--- config.mk ---
export PLATFORM = sky130hd
export DESIGN_NAME = irq_and_gpio_routing
export DESIGN_NICKNAME = d
export VERILOG_FILES = /design/src/hw/irq_gpio_pkg.sv /design/src/hw/event_latch.sv /design/src/hw/pin_cell.sv /design/src/hw/irq_and_gpio_routing.sv
export SDC_FILE = /design/constraint.sdc
export NUM_CORES = 1
export LEC_CHECK = 0
export BUFFER_PORTS_ARGS = -buffer_cell sky130_fd_sc_hd__buf_4
export CAP_MARGIN = 20
export CORE_MARGIN = 1
export CORE_UTILIZATION = 30
export DETAILED_ROUTE_END_ITERATION = 8
export GPL_ROUTABILITY_DRIVEN = 0
export SYNTH_ARGS = -nofsm -noshare
export SYNTH_HDL_FRONTEND = slang
export SYNTH_SLANG_ARGS = --single-unit
--- constraint.sdc ---
create_clock -name REF_CLK -period 1.8 [get_ports REF_CLK]
set_input_delay 0.18 -clock REF_CLK [delete_from_list [all_inputs] [get_ports REF_CLK]]
set_output_delay 0.18 -clock REF_CLK [all_outputs]
set_load 0.03 [all_outputs]
--- src/hw/irq_gpio_pkg.sv ---
// shared constants, register map and carrier types for event routing and pins
package irq_gpio_pkg;

  // register bus geometry
  localparam int ADDR_W = 8;
  localparam int NUM_PINS = 4;

  // register byte addresses
  localparam logic [7:0] ADDR_STATUS = 8'h00;
  localparam logic [7:0] ADDR_MASK = 8'h04;
  localparam logic [7:0] ADDR_PIN_CFG0 = 8'h08;
  localparam logic [7:0] ADDR_PIN_STRIDE = 8'h04;
  localparam logic [7:0] ADDR_PIN_LEVEL = 8'h18;

  // event vector bit positions
  localparam int EVB_TX_SENT = 2;
  localparam int EVB_FIFO_ERR = 5;
  localparam int EVB_FIFO_AFULL = 7;
  localparam int EVB_FIFO_AEMPTY = 8;
  localparam int EVB_READY = 16;
  localparam int EVB_STANDBY_SW = 17;
  localparam int EVB_LOW_BATT = 18;
  localparam int EVB_POR = 19;
  localparam int EVB_BROWNOUT = 20;
  localparam int EVB_LOCK = 21;
  localparam int EVB_CIPHER_DONE = 30;
  localparam logic [31:0] EVT_USED_MASK = 32'h403F_01A4;

  // values after reset
  localparam logic [31:0] STATUS_RESET = 32'h0000_0000;
  localparam logic [31:0] MASK_RESET = 32'h0000_0000;
  localparam logic [7:0] PIN_CFG_RESET = 8'hA2;

  // pin direction field
  localparam logic [1:0] MODE_IN = 2'h1;
  localparam logic [1:0] MODE_OUT_LP = 2'h2;
  localparam logic [1:0] MODE_OUT_HP = 2'h3;

  // input selection codes
  localparam logic [4:0] ISEL_TX_CMD = 5'h00;
  localparam logic [4:0] ISEL_DIRECT_DATA = 5'h02;
  localparam logic [4:0] ISEL_WAKEUP = 5'h03;
  localparam logic [4:0] ISEL_EXT_CLK = 5'h04;

  // bus responses
  localparam logic [1:0] RESP_OKAY = 2'h0;
  localparam logic [1:0] RESP_SLVERR = 2'h2;

  // per-pin configuration word
  typedef struct packed {
    logic [4:0] sel;
    logic rsvd;
    logic [1:0] mode;
  } pin_cfg_t;

  // one-cycle event pulses from the device core
  typedef struct packed {
    logic tx_sent;
    logic fifo_err;
    logic fifo_afull;
    logic fifo_aempty;
    logic osc_ready;
    logic standby_sw;
    logic low_batt;
    logic por;
    logic brownout;
    logic lock;
    logic cipher_done;
  } evt_t;

  // state levels from the device core, offered on output pins
  typedef struct packed {
    logic por_active;
    logic wakeup_timer_expired;
    logic low_batt;
    logic tx_data_clk;
    logic tx_state;
    logic fifo_aempty;
    logic fifo_afull;
    logic range_ext_tx;
    logic switching_regulator_en;
    logic sleep_or_standby;
    logic ready_state;
    logic lock_state;
    logic wait_lock_det;
    logic wait_lock_timer;
    logic wait_osc_settled_signal;
    logic wait_pm_settle;
    logic wait_vco_cal;
    logic synthesizer_full_en;
    logic wait_rc_cal_done;
  } ind_t;

endpackage

--- src/hw/event_latch.sv ---
// sticky event flags with read-clear, set beats clear
`timescale 1ns/1ps
`default_nettype none
module event_latch
  import irq_gpio_pkg::*;
#(
  parameter int W = 32
) (
  // clock and reset
  input wire logic clk,
  input wire logic rst,
  // set and clear masks
  input wire logic [W-1:0] set,
  input wire logic [W-1:0] clr,
  // latched flags
  output logic [W-1:0] flags
);

  logic [W-1:0] flags_reg;
  logic [W-1:0] flags_next;

  // a new event in the clearing cycle survives the clear
  always_comb begin
    flags_next = (flags_reg & ~clr) | set;
  end

  always_ff @(posedge clk) begin
    if (rst) begin
      flags_reg <= W'(STATUS_RESET);
    end else begin
      flags_reg <= flags_next;
    end
  end

  assign flags = flags_reg;
endmodule // event_latch
`default_nettype wire

--- src/hw/pin_cell.sv ---
// one general-purpose pin: output selection, direction and input synchroniser
`timescale 1ns/1ps
`default_nettype none
module pin_cell
  import irq_gpio_pkg::*;
(
  // clock and reset
  input wire logic clk,
  input wire logic rst,
  // configuration and selectable signals
  input wire pin_cfg_t cfg,
  input wire logic [31:0] out_vec,
  // pad side
  input wire logic pin_in,
  output logic pin_out,
  output logic pin_oe,
  output logic pin_hp,
  // synchronised level, zero unless configured as input
  output logic in_level
);

  logic out_reg, out_next, oe_reg, oe_next, hp_reg, hp_next;
  logic s1_reg, s1_next, s2_reg, s2_next;
  logic sel_bit;

  assign sel_bit = out_vec[cfg.sel];

  always_comb begin
    oe_next = cfg.mode[1];
    hp_next = (cfg.mode == MODE_OUT_HP);
    out_next = cfg.mode[1] & sel_bit;
    s1_next = pin_in;
    s2_next = s1_reg;
  end

  // the pad is asynchronous, so two stages before anything reads it
  always_ff @(posedge clk) begin
    if (rst) begin
      out_reg <= 1'b0;
      oe_reg <= 1'b0;
      hp_reg <= 1'b0;
      s1_reg <= 1'b0;
      s2_reg <= 1'b0;
    end else begin
      out_reg <= out_next;
      oe_reg <= oe_next;
      hp_reg <= hp_next;
      s1_reg <= s1_next;
      s2_reg <= s2_next;
    end
  end

  assign pin_out = out_reg;
  assign pin_oe = oe_reg;
  assign pin_hp = hp_reg;
  assign in_level = s2_reg & (cfg.mode == MODE_IN);
endmodule // pin_cell
`default_nettype wire

--- src/hw/irq_and_gpio_routing.sv ---
// event flag aggregation, interrupt masking and four-pin signal routing
//
// Chosen here: the register addresses and the AXI4-Lite slave port.
`timescale 1ns/1ps
`default_nettype none
// Behaviour
// - packet events: data sent bit 2, fifo error 5, almost full 7, almost empty 8
// - bit 16 sets on entering ready once the oscillator has settled
// - bits 17..21: standby switching, low battery, power-on reset, brownout, lock
// - status register clears when software reads it
// - each event holds its status bit high until cleared
// - mask bit zero suppresses that event's interrupt request
// - output selection 0 drives the combined active-low interrupt request
// - four pins, each configured independently
// - selections 1..3: power-on reset low, wakeup timer expired, battery low
// - selection 4 transmit data clock, 5 transmit state
// - selection 6 fifo almost empty, 7 almost full
// - selection 18 range extender, 19 constant high, 20 constant low
// - selections 21..24: regulator enable, sleep/standby, ready, lock
// - selections 25..29 and 31 expose sequencer wait phases, 30 synthesizer full enable
// - input selection 2 carries direct-mode transmit data
// - input selection 3 is an external wakeup event
// - input selection 4 is the 34.7 kHz low duty cycle clock
// - direction field: 01 input, 10 low-power output, 11 high-power output
// - read-and-reset registers clear automatically after a read
module irq_and_gpio_routing
  import irq_gpio_pkg::*;
(
  // clock and reset
  input wire logic REF_CLK,
  input wire logic RST,
  // axi4-lite write address and data
  input wire logic [ADDR_W-1:0] AWADDR,
  input wire logic AWVALID,
  output logic AWREADY,
  input wire logic [31:0] WDATA,
  input wire logic [3:0] WSTRB,
  input wire logic WVALID,
  output logic WREADY,
  // axi4-lite write response
  output logic [1:0] BRESP,
  output logic BVALID,
  input wire logic BREADY,
  // axi4-lite read
  input wire logic [ADDR_W-1:0] ARADDR,
  input wire logic ARVALID,
  output logic ARREADY,
  output logic [31:0] RDATA,
  output logic [1:0] RRESP,
  output logic RVALID,
  input wire logic RREADY,
  // device core events and state
  input wire evt_t EVENTS,
  input wire ind_t IND,
  // pins
  input wire logic [NUM_PINS-1:0] GPIO_IN,
  output logic [NUM_PINS-1:0] GPIO_OUT,
  output logic [NUM_PINS-1:0] GPIO_OE,
  output logic [NUM_PINS-1:0] GPIO_HP,
  // functions towards the device core
  output logic IRQ_REQUEST_N,
  output logic TX_CMD,
  output logic DIRECT_DATA,
  output logic DIRECT_DATA_STROBE,
  output logic WAKEUP,
  output logic EXT_LOW_DUTY_CYCLE_TICK
);

  logic aw_have_reg, aw_have_next, w_have_reg, w_have_next;
  logic [ADDR_W-1:0] aw_addr_reg, aw_addr_next;
  logic [31:0] w_data_reg, w_data_next;
  logic [3:0] w_strb_reg, w_strb_next;
  logic bvalid_reg, bvalid_next;
  logic [1:0] bresp_reg, bresp_next;
  logic rvalid_reg, rvalid_next;
  logic [31:0] rdata_reg, rdata_next;
  logic [1:0] rresp_reg, rresp_next;
  logic [31:0] mask_reg, mask_next;
  pin_cfg_t cfg_reg [NUM_PINS];
  pin_cfg_t cfg_next [NUM_PINS];
  logic [31:0] evt_vec, status_flags, status_clr, out_vec;
  logic irq_n_reg, irq_n_next;
  logic [NUM_PINS-1:0] in_level;
  logic tx_cmd_level, tx_data_level, wake_level, ext_clk_level;
  logic [3:0] func_prev_reg, func_prev_next;
  logic tx_clk_prev_reg, tx_clk_prev_next;
  logic tx_cmd_reg, tx_cmd_next, wake_reg, wake_next, tick_reg, tick_next;
  logic data_reg, data_next, strobe_reg, strobe_next;

  // handshake readies: one write and one read in flight
  assign AWREADY = !aw_have_reg && !bvalid_reg;
  assign WREADY = !w_have_reg && !bvalid_reg;
  assign ARREADY = !rvalid_reg;

  // write channel: address and data taken in any order, applied together
  always_comb begin
    logic hit;
    hit = 1'b0;
    aw_have_next = aw_have_reg;
    aw_addr_next = aw_addr_reg;
    w_have_next = w_have_reg;
    w_data_next = w_data_reg;
    w_strb_next = w_strb_reg;
    bvalid_next = bvalid_reg;
    bresp_next = bresp_reg;
    mask_next = mask_reg;
    cfg_next = cfg_reg;
    if (AWVALID && AWREADY) begin
      aw_have_next = 1'b1;
      aw_addr_next = AWADDR;
    end
    if (WVALID && WREADY) begin
      w_have_next = 1'b1;
      w_data_next = WDATA;
      w_strb_next = WSTRB;
    end
    if (bvalid_reg && BREADY) begin
      bvalid_next = 1'b0;
    end
    if (aw_have_reg && w_have_reg) begin
      aw_have_next = 1'b0;
      w_have_next = 1'b0;
      bvalid_next = 1'b1;
      // status and level words are read-only; writes there are dropped
      hit = (aw_addr_reg == ADDR_STATUS) || (aw_addr_reg == ADDR_PIN_LEVEL);
      // enable bits written per byte lane
      if (aw_addr_reg == ADDR_MASK) begin
        hit = 1'b1;
        for (int b = 0; b < 4; b++) begin
          if (w_strb_reg[b]) begin
            mask_next[8*b +: 8] = w_data_reg[8*b +: 8];
          end
        end
      end
      // each pin has its own configuration word
      for (int p = 0; p < NUM_PINS; p++) begin
        if (aw_addr_reg == ADDR_PIN_CFG0 + ADDR_PIN_STRIDE * 8'(p)) begin
          hit = 1'b1;
          if (w_strb_reg[0]) begin
            cfg_next[p] = pin_cfg_t'({w_data_reg[7:3], 1'b0, w_data_reg[1:0]});
          end
        end
      end
      bresp_next = hit ? RESP_OKAY : RESP_SLVERR;
    end
  end

  // read channel; a status read returns the flags and clears what it returned
  always_comb begin
    rvalid_next = rvalid_reg;
    rdata_next = rdata_reg;
    rresp_next = rresp_reg;
    status_clr = '0;
    if (rvalid_reg && RREADY) begin
      rvalid_next = 1'b0;
    end
    if (ARVALID && ARREADY) begin
      rvalid_next = 1'b1;
      rdata_next = '0;
      rresp_next = RESP_SLVERR;
      // clear exactly the bits handed out
      if (ARADDR == ADDR_STATUS) begin
        rdata_next = status_flags;
        rresp_next = RESP_OKAY;
        status_clr = status_flags;
      end
      if (ARADDR == ADDR_MASK) begin
        rdata_next = mask_reg;
        rresp_next = RESP_OKAY;
      end
      if (ARADDR == ADDR_PIN_LEVEL) begin
        rdata_next[NUM_PINS-1:0] = GPIO_OUT;
        rdata_next[2*NUM_PINS-1:NUM_PINS] = in_level;
        rresp_next = RESP_OKAY;
      end
      for (int p = 0; p < NUM_PINS; p++) begin
        if (ARADDR == ADDR_PIN_CFG0 + ADDR_PIN_STRIDE * 8'(p)) begin
          rdata_next[7:0] = cfg_reg[p];
          rresp_next = RESP_OKAY;
        end
      end
    end
  end

  // all eleven core events placed in the event vector; unused bits stay zero
  always_comb begin
    evt_vec = '0;
    evt_vec[EVB_TX_SENT] = EVENTS.tx_sent;
    evt_vec[EVB_FIFO_ERR] = EVENTS.fifo_err;
    evt_vec[EVB_FIFO_AFULL] = EVENTS.fifo_afull;
    evt_vec[EVB_FIFO_AEMPTY] = EVENTS.fifo_aempty;
    // core pulses this on ready entry after oscillator settled
    evt_vec[EVB_READY] = EVENTS.osc_ready;
    evt_vec[EVB_STANDBY_SW] = EVENTS.standby_sw;
    evt_vec[EVB_LOW_BATT] = EVENTS.low_batt;
    evt_vec[EVB_POR] = EVENTS.por;
    evt_vec[EVB_BROWNOUT] = EVENTS.brownout;
    evt_vec[EVB_LOCK] = EVENTS.lock;
    evt_vec[EVB_CIPHER_DONE] = EVENTS.cipher_done;
  end

  // sticky flags, set wins over the read clear
  event_latch #(.W(32)) u_status (
    .clk(REF_CLK),
    .rst(RST),
    .set(evt_vec),
    .clr(status_clr),
    .flags(status_flags)
  );

  // masked flags combine into one active-low request
  always_comb begin
    irq_n_next = ~|(status_flags & mask_reg);
  end

  // selectable output signals, index is the selection code
  always_comb begin
    out_vec = '0;
    // selection 0 is the interrupt request
    out_vec[0] = irq_n_reg;
    out_vec[1] = ~IND.por_active;
    out_vec[2] = IND.wakeup_timer_expired;
    out_vec[3] = IND.low_batt;
    out_vec[4] = IND.tx_data_clk;
    out_vec[5] = IND.tx_state;
    out_vec[6] = IND.fifo_aempty;
    out_vec[7] = IND.fifo_afull;
    out_vec[18] = IND.range_ext_tx;
    out_vec[19] = 1'b1;
    out_vec[20] = 1'b0;
    out_vec[21] = IND.switching_regulator_en;
    out_vec[22] = IND.sleep_or_standby;
    out_vec[23] = IND.ready_state;
    out_vec[24] = IND.lock_state;
    out_vec[25] = IND.wait_lock_det;
    out_vec[26] = IND.wait_lock_timer;
    out_vec[27] = IND.wait_osc_settled_signal;
    out_vec[28] = IND.wait_pm_settle;
    out_vec[29] = IND.wait_vco_cal;
    out_vec[30] = IND.synthesizer_full_en;
    out_vec[31] = IND.wait_rc_cal_done;
  end

  for (genvar p = 0; p < NUM_PINS; p++) begin : g_pin
    pin_cell u_pin (
      .clk(REF_CLK),
      .rst(RST),
      .cfg(cfg_reg[p]),
      .out_vec(out_vec),
      .pin_in(GPIO_IN[p]),
      .pin_out(GPIO_OUT[p]),
      .pin_oe(GPIO_OE[p]),
      .pin_hp(GPIO_HP[p]),
      .in_level(in_level[p])
    );
  end

  // input functions: several pins on one function are or-ed together
  always_comb begin
    tx_cmd_level = 1'b0;
    tx_data_level = 1'b0;
    wake_level = 1'b0;
    ext_clk_level = 1'b0;
    for (int p = 0; p < NUM_PINS; p++) begin
      tx_cmd_level = tx_cmd_level | (in_level[p] & (cfg_reg[p].sel == ISEL_TX_CMD));
      tx_data_level = tx_data_level | (in_level[p] & (cfg_reg[p].sel == ISEL_DIRECT_DATA));
      wake_level = wake_level | (in_level[p] & (cfg_reg[p].sel == ISEL_WAKEUP));
      ext_clk_level = ext_clk_level | (in_level[p] & (cfg_reg[p].sel == ISEL_EXT_CLK));
    end
  end

  // edge detection turns held levels into single commands
  always_comb begin
    func_prev_next = {ext_clk_level, wake_level, tx_data_level, tx_cmd_level};
    tx_clk_prev_next = IND.tx_data_clk;
    // a rising level issues one transmit command
    tx_cmd_next = tx_cmd_level & ~func_prev_reg[0];
    // wakeup on rising edge of the sensor input
    wake_next = wake_level & ~func_prev_reg[2];
    // one tick per slow clock period; the pin delay is negligible
    tick_next = ext_clk_level & ~func_prev_reg[3];
    data_next = data_reg;
    strobe_next = 1'b0;
    // sample direct data on the data clock rising edge
    if (IND.tx_data_clk && !tx_clk_prev_reg) begin
      data_next = tx_data_level;
      strobe_next = 1'b1;
    end
  end

  // all register state
  always_ff @(posedge REF_CLK) begin
    if (RST) begin
      aw_have_reg <= 1'b0;
      aw_addr_reg <= '0;
      w_have_reg <= 1'b0;
      w_data_reg <= '0;
      w_strb_reg <= '0;
      bvalid_reg <= 1'b0;
      bresp_reg <= RESP_OKAY;
      rvalid_reg <= 1'b0;
      rdata_reg <= '0;
      rresp_reg <= RESP_OKAY;
      mask_reg <= MASK_RESET;
      for (int p = 0; p < NUM_PINS; p++) begin
        cfg_reg[p] <= pin_cfg_t'(PIN_CFG_RESET);
      end
      irq_n_reg <= 1'b1;
      func_prev_reg <= '0;
      tx_clk_prev_reg <= 1'b0;
      tx_cmd_reg <= 1'b0;
      wake_reg <= 1'b0;
      tick_reg <= 1'b0;
      data_reg <= 1'b0;
      strobe_reg <= 1'b0;
    end else begin
      aw_have_reg <= aw_have_next;
      aw_addr_reg <= aw_addr_next;
      w_have_reg <= w_have_next;
      w_data_reg <= w_data_next;
      w_strb_reg <= w_strb_next;
      bvalid_reg <= bvalid_next;
      bresp_reg <= bresp_next;
      rvalid_reg <= rvalid_next;
      rdata_reg <= rdata_next;
      rresp_reg <= rresp_next;
      mask_reg <= mask_next;
      cfg_reg <= cfg_next;
      irq_n_reg <= irq_n_next;
      func_prev_reg <= func_prev_next;
      tx_clk_prev_reg <= tx_clk_prev_next;
      tx_cmd_reg <= tx_cmd_next;
      wake_reg <= wake_next;
      tick_reg <= tick_next;
      data_reg <= data_next;
      strobe_reg <= strobe_next;
    end
  end

  assign BVALID = bvalid_reg;
  assign BRESP = bresp_reg;
  assign RVALID = rvalid_reg;
  assign RDATA = rdata_reg;
  assign RRESP = rresp_reg;
  assign IRQ_REQUEST_N = irq_n_reg;
  assign TX_CMD = tx_cmd_reg;
  assign WAKEUP = wake_reg;
  assign EXT_LOW_DUTY_CYCLE_TICK = tick_reg;
  assign DIRECT_DATA = data_reg;
  assign DIRECT_DATA_STROBE = strobe_reg;
endmodule // irq_and_gpio_routing
`default_nettype wire

[Word-level counts from Yosys, hierarchy flattened]
Index checks and enable logic that the tools add are counted.
Cells by class
  reductions and logical operators: 34
  eq/ne operators: 32
  muxes and demuxes: 35
  bitwise operators: 47
  order comparisons: 4
Operators by type and width (count)
  2-to-1 mux 32 bit: 3
  bitwise AND 32 bit: 2
  equality test 8 x 5 -> 1 bit, second input constant: 6
  equality test 5 x 2 -> 1 bit, second input constant: 8
  2-to-1 mux 8 bit: 5
  equality test 8 x 4 -> 1 bit, second input constant: 4
  inverter 32 bit: 1
  OR 32 x 31 -> 32 bit: 1
  OR reduction 32 bit: 1
  bitwise AND 1 bit: 27
  less-than comparator 5 x 6 -> 1 bit, second input constant: 4
  AND reduction 3 bit: 8
  binary-select mux 1 bit (select 5 bit): 4
  equality test 5 x 3 -> 1 bit, second input constant: 4
  zero test 5 bit: 4
  equality test 8 x 3 -> 1 bit, second input constant: 2
  zero test 8 bit: 2
  2-to-1 mux 2 bit: 8
  2-to-1 mux 1 bit: 15
  OR 1 bit: 12
  logical AND 1 bit: 9
  equality test 2 x 1 -> 1 bit, second input constant: 4
  equality test 2 bit, second input constant: 4
  zero test 1 bit: 6
  4 further kinds: 8
Word-level totals
  word-level logic and storage cells: 203
  bits of input ports: 93
  register bits after elaboration: 207

[Longest topological paths before layout]
Gate-level depths: netlist of the first run.
  word-level depth: 9
  gate-level depth with buffers: 6
  mapped depth without buffers: 4

[Modules after synthesis]
From an unflattened synthesis of the first run, not the netlist that was laid out.
Second synthesis, totals
  cell total of the unflattened synthesis: 1057
  area total of the unflattened synthesis: 9895.7 µm²
By module, submodules not included
  irq_and_gpio_routing: sequential area each 3042.9 µm², instances 1, area an instance 6904.1 µm², cells an instance 794
  pin_cell: sequential area each 100.1 µm², instances 4, area an instance 459.2 µm², cells an instance 33
  event_latch: sequential area each 640.6 µm², instances 1, area an instance 1154.9 µm², cells an instance 131

[Worst setup path before layout of the first run]
Ideal clock, no wire load.
  path kind: register to register
  start: reg rvalid_reg, in the netlist RVALID
  end: reg u_status.flags_reg[16], in the netlist u_status.flags[16]
  buffers on the path: 1
  data arrival time: 1846 ps
  stages on the path, launching flop included: 6
  setup slack: -174 ps
  data required time: 1672 ps
  library setup time: 128 ps
  path through: dfxtp_1 or4b_1 or4_1 clkbuf_1 a21oi_1 nor2_1
On the way
  longest elaborated chain between the ends: 6
Ends and longest elaborated chain
  start, declared: RTL line irq_and_gpio_routing.sv:75  | logic rvalid_reg, rvalid_next;
  start signal, assigned: RTL line irq_and_gpio_routing.sv:324  | rvalid_reg <= rvalid_next;
  zero test 1 bit: RTL line irq_and_gpio_routing.sv:93  | assign ARREADY = !rvalid_reg;
  logical AND 1 bit: RTL line irq_and_gpio_routing.sv:157  | if (ARVALID && ARREADY) begin
  2-to-1 mux 32 bit: RTL line irq_and_gpio_routing.sv:157
  inverter 32 bit: RTL line event_latch.sv:24  | flags_next = (flags_reg & ~clr) | set;
  bitwise AND 32 bit: RTL line event_latch.sv:24
  OR 32 x 31 -> 32 bit: RTL line event_latch.sv:24
  end signal, assigned: RTL line event_latch.sv:29  | flags_reg <= W'(STATUS_RESET);
  end signal, assigned: RTL line event_latch.sv:31  | flags_reg <= flags_next;
  end, declared: RTL line event_latch.sv:19  | logic [W-1:0] flags_reg;
No other way between the ends.
A chain may end at the register's enable or synchronous reset.

[Final worst setup path of the first run]
Ends and elaborated chain as after synthesis.

==> reports/results.ini, run 1 <==
[sta]
layout_min_cycle_time_ns=1.898
worstMarginPinSlew_ns=0.5061
min_period_over_period=1.054
fin_tns_setup_ns=-1.304
hold_violations=0
fmaxAchievable_mhz=526.9
setup_violations=38
setup_ws_ns=-0.09777
rsz0062_at_grt=yes
clock_skew_ns=0.01325
drv_slew=0
slew_headroom=0.6622
whs_ns=0.01862

[clock_tree]
cts_max_level=1
cts_tree=built
insertion_delay_ns=0.50
cts.sink_count=204
cts_made_buffers=23
clkTransAtPathRegs_ns=0.06
root_buffer=clkbuf_16
cts.path.max_buffers=3

[cells_and_area]
drive_gt1_frac=0.2984
fin_cells=1577
fin_area_sq_um=12320
area_growth_pct=38.43
antenna_cells=0
fin_nets=1273
fin_util=0.4258

[place]
post-dp-hpwl_um=19840
pre_cts_ws_ns=-0.04709
placed_area_sq_um=10900
portBuffers=149
placedCellCount=1475

[route]
vias=8001
wl_um=27930
viasPerCell=5.074
detail_route.wl_per_cell_um=17.71
drc=0
drt-initial-drc-count=693
dr.pass1.iters=5
postRouteAntennaNets=0

[synthesis]
synth_area_sq_um=8901
yosys_register_bits=204
synth_area_leaders=dfxtp_1 (46%), mux2i_1 (7.0%), nand2_1 (5.5%), a21oi_1 (4.7%), mux2_2 (4.6%)
yosysSeqAreaShare=0.4588
yosysWarnings=0
synth_top_cell_by_area=dfxtp_1
yosysUniqueCellTypes=58
ys_top_cells_by_count=dfxtp_1 (204), nand2_1 (131), nor2_1 (87)
synthArstFlopShare=0
synth_edf_count=0
synthCells=957
synth.most_common_cell=dfxtp_1
yosysTopAreaCellShare=0.4588
syn_area_per_cell_sq_um=9.301
synth_ff_type=dfxtp_1

[floorplan]
die_h_um=174.3
initial_core_util=0.3076
rows=62
die_w_um=174.3
pin_count=152
dieArea_sq_um=30360
coreArea_sq_um=28940

[worst_setup_path]
worstSetupStartpoint=RVALID
reg2reg_slack_ns=-0.1
reg2reg_from=RVALID
reg2regPathDepth=5
r2r-end=u_status.flags[16]
startpoint_type=register
worstPathRequired_ns=2.17
arrival_ns=2.27
critPathKind=register to register
crit_path_max_fanout=16
critPathCaptureType=register

[hold_path]
holdPathStages=2
whs_endpoint=tx_clk_prev_reg
worstHoldStart=RST
min_path_type=input port to register

[global_routing]
antenna_found_initial=0
gr-total-overflow=0
track_usage=0.1779
grt_start_max_net_pins=96
first_global_vias=7524
grt_pass1_wl_um=43070

[status]
failed_checks=setup timing
status=finished, violations left

[flow_run]
maxCapViolCount=0

[power]
fin_total_pwr_mw=10.21
power_density_nw_per_um2=828.3
p_leak_nw=4.944
peakVddDrop_v=0.0005514

==> cells by family after synthesis <==
kind of cell,after synthesis,synth area share
and+or+nand+nor,354,0.2010
DFF,204,0.4588
AOI/OAI and AO/OA,193,0.1406
muxes,113,0.1532
buffers and inverters,92,0.04597
other,1,0.0004213
==> cells in the final DEF, fill, tap and decap left out, types with 4 or more instances in the layout <==
cell type	n
and2_1	9
nor2_1	86
and3_1	16
a32oi_1	5
dlygate4sd3_1	62
nand3b_1	9
a22oi_1	43
clkbuf_8	5
a21oi_2	15
a211oi_1	7
nor4_4	5
mux2_2	36
and3_4	7
clkinv_2	4
nand4_1	11
nand2b_1	8
o221a_2	4
inv_1	11
nor3_1	11
buf_12	17
clkbuf_16	24
nor4_1	8
mux2i_1	62
mux4_2	15
nand2_1	131
o21ai_0	18
a21oi_1	68
a31o_2	7
nor2b_1	24
buf_4	195
dfxtp_1	201
==> worst max-delay path by stage <==
stage                         end  slack, ns
2_1_floorplan        mask_reg[10]      -0.11
4_1_cts              mask_reg[11]      -0.04
3_3_place_gp    u_status.flags[7]      -0.04
6_report       u_status.flags[16]       -0.1
3_5_place_dp   u_status.flags[16]      -0.05
5_1_grt                cfg_reg[9]      -0.13
==> report_power, final <==
part	switching (mW)	internal, mW	leakage, nW
clock	1.87	2.54	0.346
combinational	0.555	0.517	2.94
sequential	0.0910	4.64	1.66
total	2.51	7.69	4.94
==> layer usage <==
| layer | vias up | global-route usage | part of all wire |
|---|---|---|---|
| li1 | 3868 | - | - |
| met5 | - | 0 | 0 |
| met3 | 35 | 0.02909 | 0.062 |
| met4 | 0 | 0.03289 | 0.018 |
| met2 | 300 | 0.2840 | 0.45 |
| met1 | 3798 | 0.2526 | 0.47 |
==> layout make-up <==
cell class	count	area [sq um]
clock buffer	30	651.9
clock inverter	8	52.55
fill	2833	16610
inverter	12	45.04
multi-input combinational	662	4529
sequential	204	4090
tap	384	480.5
timing repair buffer	277	2472
==> critical path, stage by stage, from the launching register on <==
cell	delay, ns
dfxtp_4	0.34
or4b_4	0.54
or4_4	0.50
buf_12	0.19
a21oi_2	0.14
nor2_1	0.04
==> repair_timing <==
item / CTS / global route
setup endpoints to repair: 46 / 86
gates cloned: 0 / 2
resized for setup: 6 / 14
pin swaps: 1 / 7
endpoints found under the hold margin: 62 / 0
hold buffers: 62 / 0
setup buffers: 1 / 0
(Power assumes the default switching activity.)
==> inputs of run 2 (changes only) <==
--- a/config.mk
+++ b/config.mk
@@ -7,6 +7,7 @@
 export LEC_CHECK = 0
 export BUFFER_PORTS_ARGS = -buffer_cell sky130_fd_sc_hd__buf_4
 export CAP_MARGIN = 20
+export CORE_ASPECT_RATIO = 0.8
 export CORE_MARGIN = 1
 export CORE_UTILIZATION = 30
 export DETAILED_ROUTE_END_ITERATION = 8
==> run 2 against run 1 <==
Against the previous run:
- the run still ends with setup timing left
- cell area grew 0.15%
- hold slack better by 0.025 ns
- clock-buffer cell count is 4 higher
- clock skew fell by 0.0018 ns
- die area barely moved
- critical endpoint is now u_status.flags[7]
- first-iteration DRC count down 26%
==> reports/results.ini, run 2 (synthesis gave the netlist of run 1 again) <==
[route]
drc=0
wl_um=28670
postRouteAntennaNets=0
dr.pass1.iters=4
detail_route.wl_per_cell_um=18.20
wl_met1_um=14850
vias=7949
route.top_layer_used=met4
viasPerCell=5.047
met3_length_um=1817
wl_met2_um=11470
drt-initial-drc-count=513

[clock_tree]
cts_max_level=1
post_cts_buffers=0
cts_made_buffers=24
root_buffer=clkbuf_16
clkTransAtPathRegs_ns=0.05
cts.path.max_buffers=3
cts_tree=built
insertion_delay_ns=0.51
cts.sink_count=204

[cells_and_area]
fin_util=0.4224
final_cell_mix=buf_4 (202), dfxtp_1 (199), nand2_1 (131)
area_growth_pct=38.64
fin_nets=1275
drive_gt1_frac=0.2938
antenna_cells=0
fin_area_sq_um=12340
layout_commonest_cell=buf_4

[place]
portBuffers=149
pre_cts_ws_ns=-0.02986
placed_area_sq_um=10860
post-dp-hpwl_um=20630

[worst_setup_path]
worstPathRequired_ns=2.18
cp_slowest_stage_delay_ns=0.53
arrival_ns=2.20
critPathCaptureType=register
crit_path_max_fanout=32
cp_slowest_cell=or4b_4
startpoint_type=register
crit_chain=or4b_4, or4_4, buf_12, a21oi_2, nor2_1
critPathKind=register to register

[status]
failed_checks=setup timing
status=finished, violations left

[floorplan]
die_h_um=156.1
initial_core_util=0.3046
rows=56
coreArea_sq_um=29220
pin_count=152
dieArea_sq_um=30370
die_w_um=194.6

[sta]
slew_headroom=0.6620
setup_violations=5
worstMarginPinSlew_ns=0.5060
setup_ws_ns=-0.02008
rsz0062_at_grt=yes
hold_violations=0
fmaxAchievable_mhz=549.4
drv_slew=0
layout_min_cycle_time_ns=1.820
fin_tns_setup_ns=-0.05213
clock_skew_ns=0.01143
min_period_over_period=1.011

[global_routing]
gr-total-overflow=0
track_usage=0.1859
first_global_vias=7683
antenna_found_initial=0
grt_pass1_wl_um=44380
grt_start_max_net_pins=100

[power]
p_leak_nw=4.993
fin_total_pwr_mw=10.78
power_density_nw_per_um2=873.5
peakVddDrop_v=0.0005792

[hold_path]
min_path_type=input port to register

[flow_run]
maxCapViolCount=0

==> run 2: changes by cell type in the layout (fill, tap and decap cells not counted), sizes merged <==
cell	delta
dlygate4sd3	+1
bufinv	+3
clkinv	-3
clkbuf	+3
buf	+1
==> run 2: area by class of cell <==
cell class,count,area (sq um)
multi-input combinational,662,4496
timing repair buffer,278,2407
tap,377,471.7
inverter,12,45.04
fill,2860,16880
clock inverter,8,123.9
clock buffer,34,699.4
sequential,204,4098
==> run 2: per-layer routing <==
metal,GRT usage,vias up
li1,-,3868
met2,0.2601,285
met5,0,-
met1,0.2873,3748
met3,0.03480,48
met4,0.04233,0
==> run 2: repair_timing <==
item | 4_1_cts | 5_1_grt
setup endpoints to repair | 26 | 71
hold endpoints to repair | 62 | 0
hold buffers | 63 | 0
pin swaps | 4 | 5
resized for setup | 7 | 8
==> run 2: worst paths after layout <==
kind                                        from                      end  cells after the start  slack (ns)
worst max register to register            RVALID        u_status.flags[7]                      5       -0.02
worst min-delay path                         RST    g_pin[0].u_pin.pin_oe                      2        0.04
worst min register to register  func_prev_reg[3]  EXT_LOW_DUTY_CYCLE_TICK                      1        0.39
worst max-delay path                      RVALID        u_status.flags[7]                      5       -0.02
==> run 2: worst max-delay path: cells and delay by family, from the launching register on <==
kind                   cells  cell delay [ns]
and+or+nand+nor            3             1.01
DFF                        1             0.33
buffers and inverters      1             0.18
AOI/OAI and AO/OA          1             0.14
==> run 2: metrics by stage <==
stage / instances / hold slack [ns]
finish: 1575 / 0.04377
global route: 1575 / 0.03948
CTS: 1575 / 0.01850
detailed placement: 1471 / 0.3864
global placement: 1471 / 0.3839
floorplan: 958 / 0.2814
==> run 2: power by group <==
part           internal [mW]  switching [mW]  leakage, nW
Combinational          0.489           0.542         2.93
Sequential              4.64          0.0984         1.66
Clock                   3.12            1.89        0.397
Total                   8.25            2.53         4.99
